==> config.mk <==
export PLATFORM = sky130hd
export DESIGN_NAME = spc_port
export DESIGN_NICKNAME = d
export VERILOG_FILES = /design/src/inc/spc_pkg.sv /design/src/hw/spc_port.sv /design/src/hw/spc_fifo.sv
export SDC_FILE = /design/constraint.sdc
export NUM_CORES = 1
export LEC_CHECK = 0
export BUFFER_PORTS_ARGS = -buffer_cell sky130_fd_sc_hd__buf_2
export CAP_MARGIN = 40
export CORE_UTILIZATION = 55
export DETAILED_ROUTE_END_ITERATION = 7
export PLACE_DENSITY_LB_ADDON = 0.25
export SLEW_MARGIN = 20
export SYNTH_ARGS = -nofsm -noshare
export SYNTH_HDL_FRONTEND = slang
export SYNTH_HIERARCHICAL = 1
export SYNTH_SLANG_ARGS = --single-unit
==> constraint.sdc <==
create_clock -name clk_sys -period 10.7 [get_ports clk_sys]
set_clock_uncertainty 0.2 [all_clocks]
set_input_delay 0.535 -clock clk_sys [delete_from_list [all_inputs] [get_ports clk_sys]]
set_output_delay 0.535 -clock clk_sys [all_outputs]
set_load 0.01 [all_outputs]
==> src/inc/spc_pkg.sv <==
package spc_pkg;
  // ----------------------------------------------------------------
  // register map (16-bit registers, byte addresses)
  // ----------------------------------------------------------------
  localparam logic [15:0] SPC_ADR_CFG    = 16'hc0c8;
  localparam logic [15:0] SPC_ADR_CTL    = 16'hc0ca;
  localparam logic [15:0] SPC_ADR_IEN    = 16'hc0cc;
  localparam logic [15:0] SPC_ADR_STAT   = 16'hc0ce;
  localparam logic [15:0] SPC_ADR_ICLR   = 16'hc0d0;
  localparam logic [15:0] SPC_ADR_CRCC   = 16'hc0d2;
  localparam logic [15:0] SPC_ADR_CRCV   = 16'hc0d4;
  localparam logic [15:0] SPC_ADR_DATA   = 16'hc0d6;
  localparam logic [15:0] SPC_ADR_TXA    = 16'hc0d8;
  localparam logic [15:0] SPC_ADR_TXC    = 16'hc0da;
  localparam logic [15:0] SPC_ADR_RXA    = 16'hc0dc;
  localparam logic [15:0] SPC_ADR_RXC    = 16'hc0de;
  // ----------------------------------------------------------------
  // configuration fields
  // ----------------------------------------------------------------
  localparam int SPC_CFG_SHARED = 15;
  localparam int SPC_CFG_PHASE  = 14;
  localparam int SPC_CFG_POL    = 13;
  localparam int SPC_CFG_SCL_HI = 12;
  localparam int SPC_CFG_SCL_LO = 9;
  localparam int SPC_CFG_RSVD   = 8;
  localparam int SPC_CFG_ACTIVE = 7;
  localparam int SPC_CFG_CTRL   = 6;
  localparam int SPC_CFG_SELEN  = 5;
  localparam int SPC_CFG_DLY_HI = 4;
  localparam logic [15:0] SPC_CFG_RESET    = 16'h801f;
  localparam logic [15:0] SPC_CFG_WR_MASK  = 16'hfe7f;
  // control fields
  localparam int SPC_CTL_STROBE = 15;
  localparam int SPC_CTL_FINIT  = 14;
  localparam int SPC_CTL_FDUP   = 12;
  localparam int SPC_CTL_FORCE  = 11;
  localparam int SPC_CTL_TXRDY  = 9;
  localparam int SPC_CTL_RXRDY  = 8;
  localparam int SPC_CTL_TXEMP  = 7;
  localparam int SPC_CTL_RXFUL  = 6;
  localparam logic [15:0] SPC_CTL_RESET   = 16'h0000;
  localparam logic [15:0] SPC_CTL_RW_MASK = 16'h3c3f;
  localparam logic [15:0] SPC_IEN_MASK    = 16'h0007;
  // ----------------------------------------------------------------
  // timing: core clock 100 MHz; sck half periods scaled from 48 MHz
  // ----------------------------------------------------------------
  localparam int SPC_CLK_MHZ   = 100;
  localparam int SPC_BASE_MHZ  = 48;
  localparam int SPC_FIFO_W    = 8;
  localparam int SPC_FIFO_D    = 16;
  localparam int SPC_HB_W      = 8;
  // half-bit period in base-clock cycles per scale code
  function automatic int spc_div48(input logic [3:0] code);
    case (code)
      4'h0: spc_div48 = 2;
      4'h1: spc_div48 = 3;
      4'h2: spc_div48 = 4;
      4'h3: spc_div48 = 6;
      4'h4: spc_div48 = 8;
      4'h5: spc_div48 = 12;
      4'h6: spc_div48 = 16;
      4'h7: spc_div48 = 24;
      4'h8: spc_div48 = 32;
      4'h9: spc_div48 = 48;
      4'ha, 4'hc, 4'he: spc_div48 = 64;
      default: spc_div48 = 96;
    endcase
  endfunction : spc_div48
  // half-bit in core cycles, rounded down, never below one
  function automatic logic [SPC_HB_W-1:0] spc_half_cycles(input logic [3:0] code);
    int n;
    n = (spc_div48(code) * SPC_CLK_MHZ) / SPC_BASE_MHZ;
    if (n < 1) n = 1;
    spc_half_cycles = SPC_HB_W'(n);
  endfunction : spc_half_cycles
  // ----------------------------------------------------------------
  // controller state machine
  // ----------------------------------------------------------------
  typedef enum logic [4:0] {
    SPC_IDLE  = 5'b00001,
    SPC_LEAD  = 5'b00010,
    SPC_SHIFT = 5'b00100,
    SPC_TRAIL = 5'b01000,
    SPC_GAP   = 5'b10000
  } spc_state_t;
endpackage : spc_pkg

==> src/hw/spc_port.sv <==
// Summary of operation
// - twelve 16-bit registers, 0xC0C8 to 0xC0DE
// - bit 15 shares data wire, half duplex
// - bit 14 selects clock phase, controller only
// - bit 13 selects clock polarity
// - bits 12:9 scale the controller clock rate
// - scale codes map 12 MHz down to 250 kHz
// - bit 7 reads controller machine active
// - role bit writable only while machine idle
// - bit 5 enables select output, else released
// - zero timing field means manual select
// - nonzero timing gives half-bit select delays
// - manual force bit drives select low/high
// - full duplex refused while data wire shared
//
// Our own choice: the Wishbone slave port.
`timescale 1ns/1ps
`default_nettype none
module spc_port
  import spc_pkg::*;
(
  input  wire logic        clk_sys,
  input  wire logic        rst,
  // classic wishbone slave
  input  wire logic        wb_cyc_i,
  input  wire logic        wb_stb_i,
  input  wire logic        wb_we_i,
  input  wire logic [15:0] wb_adr_i,
  input  wire logic [1:0]  wb_sel_i,
  input  wire logic [15:0] wb_dat_i,
  output logic [15:0]      wb_dat_o,
  output logic             wb_ack_o,
  // spi pins
  output logic             sck_o,
  output logic             sel_n_o,
  output logic             sel_n_oe,
  output logic             mosi_o,
  output logic             mosi_oe,
  input  wire logic        miso_i,
  input  wire logic        sdio_i
);
  // ----------------------------------------------------------------
  // registers and signals
  // ----------------------------------------------------------------
  logic [15:0]    cfg, next_cfg;
  logic [15:0]    ctl, next_ctl;
  logic [15:0]    ien, next_ien;
  logic [15:0]    scratch [6];
  logic [15:0]    next_scratch [6];
  logic           ack, next_ack;
  logic [15:0]    rdat, next_rdat;
  logic           wr_hit, rd_hit;
  logic [15:0]    wmask;
  spc_state_t     st, next_st;
  logic [SPC_HB_W-1:0] hcnt, next_hcnt;
  logic [4:0]     dcnt, next_dcnt;
  logic [3:0]     bcnt, next_bcnt;
  logic [7:0]     shreg, next_shreg;
  logic           sck_lvl, next_sck_lvl;
  logic           sel_auto, next_sel_auto;
  logic           data_o, next_data_o;
  logic [2:0]     miso_s, sdio_s;
  logic           miso_q, next_miso_q;
  logic           active;
  logic           tick;
  logic           auto_mode;
  logic           tx_in_valid, tx_in_ready, tx_out_valid, tx_out_ready;
  logic [7:0]     tx_out_data;
  logic           tx_full, tx_empty;
  logic           finit;
  // ----------------------------------------------------------------
  // wishbone decode
  // ----------------------------------------------------------------
  assign wr_hit = wb_cyc_i && wb_stb_i && wb_we_i && !ack;
  assign rd_hit = wb_cyc_i && wb_stb_i && !wb_we_i && !ack;
  assign wmask  = {{8{wb_sel_i[1]}}, {8{wb_sel_i[0]}}};
  assign active = (st != SPC_IDLE);
  assign auto_mode = (cfg[SPC_CFG_DLY_HI:0] != 5'h00);
  assign finit = wr_hit && (wb_adr_i == SPC_ADR_CTL) && wb_dat_i[SPC_CTL_FINIT] && wb_sel_i[1];
  // register writes, one-cycle ack
  always_comb begin
    logic [15:0] w;
    w            = '0;
    next_cfg     = cfg;
    next_ctl     = ctl;
    next_ien     = ien;
    next_scratch = scratch;
    next_ack     = wb_cyc_i && wb_stb_i && !ack;
    next_rdat    = rdat;
    if (wr_hit) begin
      case (wb_adr_i)
        SPC_ADR_CFG: begin
          w = (cfg & ~wmask) | (wb_dat_i & wmask);
          next_cfg = w & SPC_CFG_WR_MASK;
          if (active) next_cfg[SPC_CFG_CTRL] = cfg[SPC_CFG_CTRL];
        end
        SPC_ADR_CTL: begin
          w = (ctl & ~wmask) | (wb_dat_i & wmask);
          next_ctl = w & SPC_CTL_RW_MASK;
        end
        SPC_ADR_IEN:  next_ien = ((ien & ~wmask) | (wb_dat_i & wmask)) & SPC_IEN_MASK;
        SPC_ADR_CRCC: next_scratch[0] = (scratch[0] & ~wmask) | (wb_dat_i & wmask);
        SPC_ADR_CRCV: next_scratch[1] = (scratch[1] & ~wmask) | (wb_dat_i & wmask);
        SPC_ADR_TXA:  next_scratch[2] = (scratch[2] & ~wmask) | (wb_dat_i & wmask);
        SPC_ADR_TXC:  next_scratch[3] = (scratch[3] & ~wmask) | (wb_dat_i & wmask);
        SPC_ADR_RXA:  next_scratch[4] = (scratch[4] & ~wmask) | (wb_dat_i & wmask);
        SPC_ADR_RXC:  next_scratch[5] = (scratch[5] & ~wmask) | (wb_dat_i & wmask);
        default: ;
      endcase
    end
    // full duplex cannot stand while the data wire is shared
    if (next_cfg[SPC_CFG_SHARED]) next_ctl[SPC_CTL_FDUP] = 1'b0;
    if (rd_hit) begin
      case (wb_adr_i)
        SPC_ADR_CFG: begin
          next_rdat = cfg;
          next_rdat[SPC_CFG_ACTIVE] = active;
          next_rdat[SPC_CFG_RSVD]   = 1'b0;
        end
        SPC_ADR_CTL: begin
          next_rdat = ctl;
          next_rdat[SPC_CTL_TXRDY] = !tx_full;
          next_rdat[SPC_CTL_RXRDY] = 1'b0;
          next_rdat[SPC_CTL_TXEMP] = tx_empty;
          next_rdat[SPC_CTL_RXFUL] = 1'b0;
        end
        SPC_ADR_IEN:  next_rdat = ien;
        SPC_ADR_STAT: next_rdat = 16'h0000;
        SPC_ADR_CRCC: next_rdat = scratch[0];
        SPC_ADR_CRCV: next_rdat = scratch[1];
        SPC_ADR_DATA: next_rdat = {8'h00, shreg};
        SPC_ADR_TXA:  next_rdat = scratch[2];
        SPC_ADR_TXC:  next_rdat = scratch[3];
        SPC_ADR_RXA:  next_rdat = scratch[4];
        SPC_ADR_RXC:  next_rdat = scratch[5];
        default:      next_rdat = 16'h0000;  // write-only and unmapped read zero
      endcase
    end
  end
  always_ff @(posedge clk_sys) begin
    if (rst) begin
      cfg  <= SPC_CFG_RESET;
      ctl  <= SPC_CTL_RESET;
      ien  <= '0;
      ack  <= 1'b0;
      rdat <= '0;
      for (int i = 0; i < 6; i++) scratch[i] <= '0;
    end else begin
      cfg     <= next_cfg;
      ctl     <= next_ctl;
      ien     <= next_ien;
      ack     <= next_ack;
      rdat    <= next_rdat;
      scratch <= next_scratch;
    end
  end
  assign wb_ack_o = ack;
  assign wb_dat_o = rdat;
  // ----------------------------------------------------------------
  // transmit fifo fed by data register writes
  // ----------------------------------------------------------------
  assign tx_in_valid = wr_hit && (wb_adr_i == SPC_ADR_DATA) && wb_sel_i[0];
  spc_fifo #(.W(SPC_FIFO_W), .D(SPC_FIFO_D)) u_txf (
    .clk_sys   (clk_sys),
    .rst       (rst),
    .flush     (finit),
    .in_valid  (tx_in_valid),
    .in_ready  (tx_in_ready),
    .in_data   (wb_dat_i[7:0]),
    .out_valid (tx_out_valid),
    .out_ready (tx_out_ready),
    .out_data  (tx_out_data),
    .full      (tx_full),
    .empty     (tx_empty)
  );
  // ----------------------------------------------------------------
  // input synchronisers, three stages
  // ----------------------------------------------------------------
  always_ff @(posedge clk_sys) begin
    if (rst) begin
      miso_s <= '0;
      sdio_s <= '0;
      miso_q <= 1'b0;
    end else begin
      miso_s <= {miso_s[1:0], miso_i};
      sdio_s <= {sdio_s[1:0], sdio_i};
      miso_q <= next_miso_q;
    end
  end
  // accept a change once stages two and three agree; shared wire reads sdio
  always_comb begin
    next_miso_q = miso_q;
    if (cfg[SPC_CFG_SHARED]) begin
      if (sdio_s[1] == sdio_s[2]) next_miso_q = sdio_s[2];
    end else begin
      if (miso_s[1] == miso_s[2]) next_miso_q = miso_s[2];
    end
  end
  // ----------------------------------------------------------------
  // controller state machine
  // ----------------------------------------------------------------
  assign tick = (hcnt == '0);
  assign tx_out_ready = (st == SPC_IDLE) && cfg[SPC_CFG_CTRL] && tx_out_valid;
  always_comb begin
    next_st       = st;
    next_hcnt     = tick ? spc_half_cycles(cfg[SPC_CFG_SCL_HI:SPC_CFG_SCL_LO]) - 1'b1
                         : hcnt - 1'b1;
    next_dcnt     = dcnt;
    next_bcnt     = bcnt;
    next_shreg    = shreg;
    next_sck_lvl  = sck_lvl;
    next_sel_auto = sel_auto;
    next_data_o   = data_o;
    case (st)
      SPC_IDLE: begin
        next_sck_lvl = 1'b0;
        if (tx_out_ready) begin
          next_shreg    = tx_out_data;
          next_bcnt     = 4'h0;
          next_dcnt     = cfg[SPC_CFG_DLY_HI:0];
          next_sel_auto = 1'b0;
          next_hcnt     = spc_half_cycles(cfg[SPC_CFG_SCL_HI:SPC_CFG_SCL_LO]) - 1'b1;
          // advanced phase puts first bit out before the first edge
          next_data_o   = tx_out_data[7];
          // the shift state spends one half bit before its first edge, so lead runs one short
          next_st       = (auto_mode && (cfg[SPC_CFG_DLY_HI:0] != 5'h01)) ? SPC_LEAD : SPC_SHIFT;
        end
      end
      SPC_LEAD: if (tick) begin
        next_dcnt = dcnt - 1'b1;
        if (dcnt == 5'h02) next_st = SPC_SHIFT;
      end
      SPC_SHIFT: if (tick) begin
        next_sck_lvl = !sck_lvl;
        if (!sck_lvl) begin
          // leading edge: advanced phase samples, delayed phase drives
          // take the filtered bit in the cycle it is accepted: at the fastest scale
          // the synchroniser delay equals one half bit
          if (cfg[SPC_CFG_PHASE]) next_shreg = {shreg[6:0], next_miso_q};
          else next_data_o = shreg[7];
        end else begin
          if (!cfg[SPC_CFG_PHASE]) next_shreg = {shreg[6:0], next_miso_q};
          else next_data_o = shreg[7];
          next_bcnt = bcnt + 1'b1;
          if (bcnt == 4'h7) begin
            next_dcnt = cfg[SPC_CFG_DLY_HI:0];
            next_st   = auto_mode ? SPC_TRAIL : SPC_IDLE;
          end
        end
      end
      SPC_TRAIL: if (tick) begin
        next_dcnt = dcnt - 1'b1;
        if (dcnt == 5'h01) begin
          next_sel_auto = 1'b1;
          next_dcnt     = cfg[SPC_CFG_DLY_HI:0];
          next_st       = SPC_GAP;
        end
      end
      SPC_GAP: if (tick) begin
        next_dcnt = dcnt - 1'b1;
        if (dcnt == 5'h01) next_st = SPC_IDLE;
      end
      default: next_st = SPC_IDLE;
    endcase
  end
  always_ff @(posedge clk_sys) begin
    if (rst) begin
      st       <= SPC_IDLE;
      hcnt     <= '0;
      dcnt     <= '0;
      bcnt     <= '0;
      shreg    <= '0;
      sck_lvl  <= 1'b0;
      sel_auto <= 1'b1;
      data_o   <= 1'b0;
    end else begin
      st       <= next_st;
      hcnt     <= next_hcnt;
      dcnt     <= next_dcnt;
      bcnt     <= next_bcnt;
      shreg    <= next_shreg;
      sck_lvl  <= next_sck_lvl;
      sel_auto <= next_sel_auto;
      data_o   <= next_data_o;
    end
  end
  // ----------------------------------------------------------------
  // pin drive
  // ----------------------------------------------------------------
  // negative polarity idles high, positive idles low
  assign sck_o    = sck_lvl ^ !cfg[SPC_CFG_POL];
  // manual select follows force bit, auto select follows sequencer
  assign sel_n_o  = auto_mode ? sel_auto : !ctl[SPC_CTL_FORCE];
  assign sel_n_oe = cfg[SPC_CFG_CTRL] && cfg[SPC_CFG_SELEN];
  assign mosi_o   = data_o;
  // shared wire is released only while the machine is idle
  assign mosi_oe  = cfg[SPC_CFG_CTRL] && (!cfg[SPC_CFG_SHARED] || active);
endmodule : spc_port
`default_nettype wire

==> src/hw/spc_fifo.sv <==
`timescale 1ns/1ps
`default_nettype none
module spc_fifo #(
  parameter int W = 8,
  parameter int D = 16
) (
  input  wire logic         clk_sys,
  input  wire logic         rst,
  input  wire logic         flush,
  input  wire logic         in_valid,
  output logic              in_ready,
  input  wire logic [W-1:0] in_data,
  output logic              out_valid,
  input  wire logic         out_ready,
  output logic [W-1:0]      out_data,
  output logic              full,
  output logic              empty
);
  localparam int AW = $clog2(D);
  logic [W-1:0]  mem [D];
  logic [AW-1:0] wp, rp, next_wp, next_rp;
  logic [AW:0]   cnt, next_cnt;
  logic          do_wr, do_rd;
  // ----------------------------------------------------------------
  // pointers and fill count
  // ----------------------------------------------------------------
  always_comb begin
    full      = (cnt == (AW+1)'(D));
    empty     = (cnt == '0);
    in_ready  = !full;
    out_valid = !empty;
    out_data  = mem[rp];
    do_wr     = in_valid && in_ready;
    do_rd     = out_valid && out_ready;
    next_wp   = do_wr ? wp + 1'b1 : wp;
    next_rp   = do_rd ? rp + 1'b1 : rp;
    next_cnt  = cnt + (AW+1)'(do_wr) - (AW+1)'(do_rd);
    if (flush) begin
      next_wp  = '0;
      next_rp  = '0;
      next_cnt = '0;
    end
  end
  always_ff @(posedge clk_sys) begin
    if (rst) begin
      wp  <= '0;
      rp  <= '0;
      cnt <= '0;
    end else begin
      wp  <= next_wp;
      rp  <= next_rp;
      cnt <= next_cnt;
    end
    if (do_wr) mem[wp] <= in_data;
  end
endmodule : spc_fifo
`default_nettype wire

==> reports/metrics.cfg, run 1 <==
[floorplanning]
ios = 63
core-area_sq_mm = 0.0316
num_rows = 65
initial_utilization_pct = 55.8
fp.dieW_um = 181
die_area_sq_mm = 0.0327
dieHeight_um = 181

[layout]
fillers = 2544
nets = 1987
drive_above_1_share_pct = 16.0
areaGrowthSynthToFinish_pct = 12.4
num_antenna_cells = 0

[synthesis]
synth_top_family_by_area = simple AND/OR/NAND/NOR gates
synthAdderAreaFrac_pct = 4.05
synth_xor_area_share_pct = 3.35
async_flop_share_pct = 0
synth_compound_area_share_pct = 18.2
netlist_area_sq_mm = 0.0176
syn_nets = 1938
synth_mux_area_share_pct = 6.38
synth-seq-area-share_pct = 45.0
netlist_instances = 1844
avgSynthCellArea_sq_um = 9.55
yosys_warnings = 6
synthFlopType = dfxtp_1
ys_types = 113
ys_ff_latch = 332
synth_edf_count = 128
synthSimpleGateAreaFrac_pct = 18.9

[setup_path]
arrival_ns = 10.51
cp.required_ns = 10.92
crit_type = reg2reg
crit_fanout = 6
critPathLaunchType = register
cp_common_cell = ha_1
cp-end-kind = register
r2r_setup_slack_ns = 0.41
crit_slowest_cell = or4_4
max_stage_delay_ns = 0.54

[clock_network]
cts_num_sinks = 332
h-tree-depth = 2
clk_pin_slew_ns = 0.06
numCtsBuffers = 35
root_buffer = clkbuf_16
postCtsHoldBufs = 0
clockBufferDepth = 3
tritoncts = done
clk_latency_ns = 0.52

[placement]
pre_cts_slack_ns = -0.108
port-buffer-count = 62
gp_congestion = 0.901
dp_hpwl_um = 29900

[sta]
slew-limit-headroom_pct = 42.8
slew_violations = 0
finalCritPeriodShare_pct = 96.2
post-route-min-period_ns = 10.29
finalSetupViolCount = 0
worst_slew_pin_slew_ns = 0.855
setup_ws_ns = 0.409
hold_viol_final = 0
fmax_mhz = 97.2
hold_ws_ns = 0.0278

[global_routing]
overflow = 0
grt_max_degree = 113
grt_pass1_vias = 13800
grt_pass1_wl_um = 71700
grt_use_total_pct = 26.9
grt_antenna_before_repair = 0

[power]
power_density_mw_per_mm2 = 138
peakVddDrop_uv = 148
p_leak_nw = 6.97
p_total_mw = 2.73

[route]
vias_per_cell = 6.34
drc = 0
drt_pass1_iterations = 7
routedWlPerCell_um = 19.3
drt_iter0_markers = 1349
drtAntennaViolNets = 0
route.vias.total = 14700
wirelength_um = 44800

[hold_path]
hold_class = in2reg

[flow_run]
maxCapViolations = 0

[run_status]
outcome = finished clean

-- critical path, delay by kind of cell (launching register included) --
family                   cells  cell delay, ns
AND/OR/NAND/NOR             15            2.96
adder cells (fa/ha/maj)      6            1.80
XOR/XNOR                     1            0.13
buffers and inverters        5            0.66
AO/OA/AOI/OAI               13            3.49
multiplexers                 2            0.59
flip-flops                   1            0.38
-- through the flow --
step | instances | area, sq um | TNS (ns) | utilization, %
final | 2318 | 19800 | 0 | 62.7
after global routing | 2318 | 19800 | -0.0971 | 62.7
after CTS | 2300 | 19400 | 0 | 61.4
after detailed placement | 2239 | 18300 | -0.108 | 58.0
after global placement | 2236 | 18300 | 0 | 57.9
after floorplan | 1844 | 17600 | 0 | -
-- timing repair --
action                     in CTS  in global routing
pin swaps                       2                 20
setup endpoints to repair       1                  8
cloned                          0                  1
buffers inserted                1                 17
gates resized for setup         2                 57
-- layout make-up --
| cell class | instances | area (sq um) | area share [%] |
|---|---|---|---|
| clock inverters | 16 | 95.1 | 0.481 |
| flip-flops and latches | 332 | 7930 | 40.1 |
| multi-input cells | 1345 | 9270 | 46.9 |
| well taps | 402 | 503 | 2.54 |
| clock buffers | 44 | 960 | 4.85 |
| inverters | 50 | 188 | 0.949 |
| repair buffers | 129 | 832 | 4.21 |
-- metal layers --
layer,routed length (um),GRT usage [%],share of wire (%)
met5,0,0,0
met4,1170,8.17,2.6
met3,2710,3.43,6.0
met2,20800,43.4,46
met1,20200,37.6,45
-- logic make-up (layout without fill, tap and decap cells) --
family	count (synthesis)	after routing
AND/OR/NAND/NOR	701	701
AO/OA/AOI/OAI	460	461
flip-flops	332	332
buffers and inverters	168	239
XOR/XNOR	64	64
multiplexers	64	64
adder cells (fa/ha/maj)	55	55
-- where the power goes --
part	leakage (nW)	switching, mW	total, mW	internal [mW]
clock	0.524	0.489	1.13	0.637
sequential	2.80	0.0227	1.36	1.33
combinational	3.65	0.156	0.246	0.0907
total	6.97	0.668	2.73	2.06
-- path summary, 6_finish.rpt --
kind,from,cells after the start,end
worst min-delay path,miso_i,2,miso_s[0]
worst max register to register,register,42,hcnt[6]
worst max-delay path,register,42,hcnt[6]
worst min register to register,miso_s[0],1,miso_s[1]
-- synth_stat cells, drive strengths merged (7+ instances only) --
master     n  area [sq um]
nand2    258           971
dfxtp    204          4080
a21oi    189           957
nor2     141           529
edfxtp   128          3840
nand3    107           536
clkbuf    92           345
inv       50           188
ha        49           613
a22oi     47           358
xnor2     44           408
o21ai     40           204
nor3      33           175
mux4      32           773
and2      29           181
a222oi    26           260
buf       23           159
mux2i     22           233
and3      20           125
xor2      20           183
a31oi     19           140
nand4     19           119
nor4      19           131
a211oi    18           165
or3       16           110
a211o     13           114
mux2      10           116
o31ai     10          93.8
or4       10          78.8
nor2b      9          56.3
o211ai     9          67.6
a21boi     8          60.1
nor3b      8          65.1
or2        8          50.1
a2111oi    7          95.1
a41oi      7          76.3
o2111ai    7          67.6
-- cell usage in the layout (no fill, tap or decap), drive strengths merged, types with 44 or more instances in the layout --
cell,instances
ha,49
a22oi,47
nand2,258
nor2,141
xnor2,44
buf,129
inv,53
nand3,107
clkbuf,44
edfxtp,128
dfxtp,204
a21oi,189
Power figures use the tool's default switching activity.
==> inputs of run 2 (changes only) <==
--- a/config.mk
+++ b/config.mk
@@ -7,7 +7,8 @@
 export LEC_CHECK = 0
 export BUFFER_PORTS_ARGS = -buffer_cell sky130_fd_sc_hd__buf_2
 export CAP_MARGIN = 40
-export CORE_UTILIZATION = 55
+export CORE_MARGIN = 2
+export CORE_UTILIZATION = 40
 export DETAILED_ROUTE_END_ITERATION = 7
 export PLACE_DENSITY_LB_ADDON = 0.25
 export SLEW_MARGIN = 20
==> reports/metrics.cfg, run 2 (same netlist as run 1, synthesis figures left out) <==
[setup_path]
crit_fanout = 8
max_stage_delay_ns = 0.55
r2r_setup_slack_ns = 0.43
cp.buffers_inverters = 8
crit_type = reg2reg
critPathLaunchType = register
cp-end-kind = register
crit_slowest_cell = or4_4
cp_top_family = compound AO/OA/AOI/OAI gates
cp.required_ns = 10.94
arrival_ns = 10.50

[global_routing]
overflow = 0
grt_pass1_wl_um = 73600
grt_pass1_vias = 13600
grt_use_total_pct = 20.1
grt_max_degree = 105
grt_antenna_before_repair = 0

[floorplanning]
ios = 63
dieHeight_um = 214
fp.dieW_um = 214
core-area_sq_mm = 0.0433
num_rows = 76
die_area_sq_mm = 0.0457
initial_utilization_pct = 40.7

[placement]
dp_hpwl_um = 31200
gp_congestion = 0.889
port-buffer-count = 62

[clock_network]
clk_latency_ns = 0.54
root_buffer = clkbuf_16
h-tree-depth = 2
clockBufferDepth = 3
cts_num_sinks = 332
clk_pin_slew_ns = 0.06
postCtsHoldBufs = 0
numCtsBuffers = 34
tritoncts = done

[route]
routedWlPerCell_um = 18.4
wirelength_um = 46200
route.vias.total = 14300
drtAntennaViolNets = 0
vias_per_cell = 5.73
drt_iter0_markers = 1281
drt_pass1_iterations = 8
drc = 0

[sta]
slew-limit-headroom_pct = 41.9
slew_violations = 0
post-route-min-period_ns = 10.27
hold_viol_final = 0
fmax_mhz = 97.4
finalSetupViolCount = 0
hold_ws_ns = 0.0476
finalCritPeriodShare_pct = 95.9
worst_slew_pin_slew_ns = 0.868

[layout]
final_cell_mix = nand2_1 (256), dfxtp_1 (201), a21oi_1 (181), nor2_1 (137), edfxtp_1 (128)
final_common_cell = nand2_1
drive_above_1_share_pct = 16.3
nets = 1989
areaGrowthSynthToFinish_pct = 14.3
fillers = 4097
num_antenna_cells = 0

[flow_run]
maxCapViolations = 0

[power]
power_density_mw_per_mm2 = 137
p_leak_nw = 6.99
peakVddDrop_uv = 131
p_total_mw = 2.75

[hold_path]
min_from = miso_i
hold_class = in2reg

[run_status]
outcome = finished clean

-- run 2: changes by cell type in the layout (fill, tap and decap cells not counted), moves of 3 or more --
| cell | previous run | this run |
|---|---|---|
| clkinv_2 | 6 | 3 |
| clkinv_4 | 0 | 3 |
| clkinv_1 | 6 | 1 |
| clkbuf_1 | 4 | 8 |
| clkinvlp_4 | 0 | 3 |
| clkbuf_8 | 5 | 1 |
-- run 2: final timing paths --
check,cells after the start,end
hold reg to reg,1,miso_s[1]
setup reg to reg,44,hcnt[6]
setup / recovery,44,hcnt[6]
hold / removal,2,miso_s[0]
-- run 2: final cells by class --
| type | instances | area, sq um | area share, % |
|---|---|---|---|
| Multi-Input combinational cell | 1344 | 9300 | 46.2 |
| Clock inverter | 17 | 186 | 0.927 |
| Tap cell | 585 | 732 | 3.64 |
| Clock buffer | 43 | 895 | 4.45 |
| Inverter | 50 | 188 | 0.933 |
| Timing Repair Buffer | 133 | 892 | 4.43 |
| Sequential cell | 332 | 7930 | 39.4 |
-- run 2: per-layer routing --
layer	global-route usage (%)	vias to the layer above	routed length, um
met5	0	-	0
met4	4.38	0	713
met3	2.30	53	2680
met2	33.2	410	21700
met1	28.4	6947	21000
li1	-	6938	-
-- run 2: through the flow --
step                      setup slack (ns)  instances  area [sq um]  setup TNS [ns]  util (%)
after global routing               -0.0709       2504         20100         -0.0709      46.5
final                                0.435       2504         20100               0      46.5
after detailed placement          -0.00370       2429         18600        -0.00370      42.9
after floorplan                      0.533       1844         17600               0         -
after global placement               0.128       2426         18600               0      42.9
after CTS                          0.00342       2489         19700               0      45.4
-- run 2: worst reg2reg max path, delay by kind of cell (launching register included) --
family          cells  cell delay, ns
xor+xnor            4            0.78
compound gates     13            3.31
fa+ha+maj           6            1.79
mux                 1            0.28
simple gates       12            2.53
flops               1            0.35
buf+inv             8            0.94
-- run 2: power breakdown --
group	total, mW	switching, mW	leakage (nW)	internal (mW)
Combinational	0.245	0.153	3.68	0.0922
Sequential	1.36	0.0232	2.80	1.33
Clock	1.15	0.497	0.517	0.653
-- run 2: repair_timing --
| action | in CTS | in global routing |
|---|---|---|
| setup buffers | 0 | 11 |
| pin swaps | 0 | 18 |
| setup endpoints to repair | 1 | 8 |
| cloned | 0 | 1 |
| gates resized for setup | 1 | 67 |
==> inputs of run 3 (changes only) <==
--- a/config.mk
+++ b/config.mk
@@ -9,8 +9,10 @@
 export CAP_MARGIN = 40
 export CORE_MARGIN = 2
 export CORE_UTILIZATION = 40
+export CTS_BUF_LIST = sky130_fd_sc_hd__clkbuf_8
 export DETAILED_ROUTE_END_ITERATION = 7
 export PLACE_DENSITY_LB_ADDON = 0.25
+export SKIP_CTS_REPAIR_TIMING = 1
 export SLEW_MARGIN = 20
 export SYNTH_ARGS = -nofsm -noshare
 export SYNTH_HDL_FRONTEND = slang
==> reports/metrics.cfg, run 3 (same netlist as run 1, synthesis figures left out) <==
[run_status]
outcome = finished, violations left
violations = hold timing

[floorplanning]
dieHeight_um = 214
core-area_sq_mm = 0.0433
ios = 63
fp.dieW_um = 214
initial_utilization_pct = 40.7
num_rows = 76
die_area_sq_mm = 0.0457

[setup_path]
r2r_cells = 44
r2r_setup_slack_ns = 0.43
cp-end-kind = register
crit_type = reg2reg
crit_slowest_cell = a2111oi_0
critPathLaunchType = register
arrival_ns = 10.57
r2r-end = hcnt[6]
cp.required_ns = 11.00
max_stage_delay_ns = 0.55
crit_fanout = 8

[route]
drc = 0
vias_per_cell = 5.72
drtAntennaViolNets = 0
route.vias.total = 14500
routedWlPerCell_um = 18.4
drt_pass1_iterations = 6
wirelength_um = 46600
drt_iter0_markers = 1266

[clock_network]
tritoncts = done
cts_num_sinks = 332
h-tree-depth = 2
clk_latency_ns = 0.61
root_buffer = clkbuf_8
numCtsBuffers = 48
clockBufferDepth = 3
clk_pin_slew_ns = 0.06

[layout]
num_antenna_cells = 0
post-route-util_pct = 46.5
nets = 2004
final_cell_mix = nand2_1 (256), dfxtp_1 (201), a21oi_1 (181), nor2_1 (137), edfxtp_1 (128)
drive_above_1_share_pct = 17.4
areaGrowthSynthToFinish_pct = 14.3
final_common_cell = nand2_1

[power]
p_leak_nw = 7.07
power_frac_seq_pct = 49.9
pwr-share-clk_pct = 41.1
power_density_mw_per_mm2 = 135
swShare_pct = 24.6
combPwrFrac_pct = 9.0
power_switching_mw = 0.668
peakVddDrop_uv = 124
intPower_mw = 2.05
p_total_mw = 2.72

[sta]
finalSetupViolCount = 0
finalCritPeriodShare_pct = 95.9
slew_violations = 0
setup_ws_ns = 0.434
hold_viol_final = 1
worst_slew_pin_slew_ns = 0.853
post-route-min-period_ns = 10.27
hold_ws_ns = -0.00573
fmax_mhz = 97.4
slew-limit-headroom_pct = 42.9

[hold_path]
hold_class = in2reg
worstHoldPathCells = 2
min_from = sdio_i
min_to = sdio_s[0]

[global_routing]
grt_max_degree = 105
overflow = 0
grt_antenna_before_repair = 0
grt_pass1_vias = 13800
grt_pass1_wl_um = 73900
grt_use_total_pct = 20.2

[placement]
pre_cts_slack_ns = -0.00370
port-buffer-count = 62
dp_hpwl_um = 31200
gp_congestion = 0.889

[flow_run]
maxCapViolations = 0

[run 3: changes by cell type in the layout (fill, tap and decap cells not counted), sizes merged]
cell | previous run | this run
clkbuf | 43 | 59
inv | 53 | 62
bufinv | 2 | 5
clkinvlp | 3 | 1
clkinv | 9 | 10
dlygate4sd3 | 0 | 1
[run 3: cell type report]
class / instances / area [sq um]
Multi-Input combinational cell: 1344 / 9300
Sequential cell: 332 / 7930
Inverter: 50 / 188
Clock buffer: 59 / 812
Fill cell: 4090 / 23100
Tap cell: 585 / 732
Clock inverter: 28 / 264
Timing Repair Buffer: 134 / 902
[run 3: worst max-delay path, delay by kind of cell, from the launching register on]
kind / cells / cell delay, ns
xor gates and xnor gates: 4 / 0.78
muxes: 1 / 0.28
buffers and inverters: 8 / 0.94
DFF: 1 / 0.35
AOI/OAI and AO/OA: 13 / 3.32
and+or+nand+nor: 12 / 2.52
adders and majority gates: 6 / 1.79
[run 3: metrics by stage]
stage / TNS (ns) / cells / area [sq um]
after floorplan: 0 / 1844 / 17600
after detailed placement: -0.00370 / 2429 / 18600
after global placement: 0 / 2426 / 18600
final: 0 / 2532 / 20100
after CTS: -0.0878 / 2516 / 19600
after global routing: -0.0636 / 2532 / 20100
[run 3: power by group through the flow]
stage          clock [mW]  sequential (mW)  combinational, mW
2_1_floorplan           0             1.37              0.186
3_3_place_gp            0             1.38              0.237
3_5_place_dp            0             1.38              0.241
4_1_cts              1.14             1.36              0.243
5_1_grt              1.19             1.36              0.283
6_report             1.12             1.36              0.245
[run 3: worst max path at each step]
stage	start	endpoint	slack, ns
after floorplan	register	hcnt[6]	0.53
after global placement	register	hcnt[6]	0.13
after detailed placement	register	hcnt[6]	-0.004
after CTS	register	hcnt[6]	-0.09
after global routing	register	hcnt[6]	-0.06
final	register	hcnt[6]	0.43
[run 3: metal layers]
layer	share of wire [%]	vias up	GRT usage, %	wire, um
li1	-	6966	-	-
met1	46	7033	28.3	21300
met2	47	435	33.5	21900
met3	5.6	58	2.59	2620
met4	1.6	0	4.57	755
met5	0	-	0	0
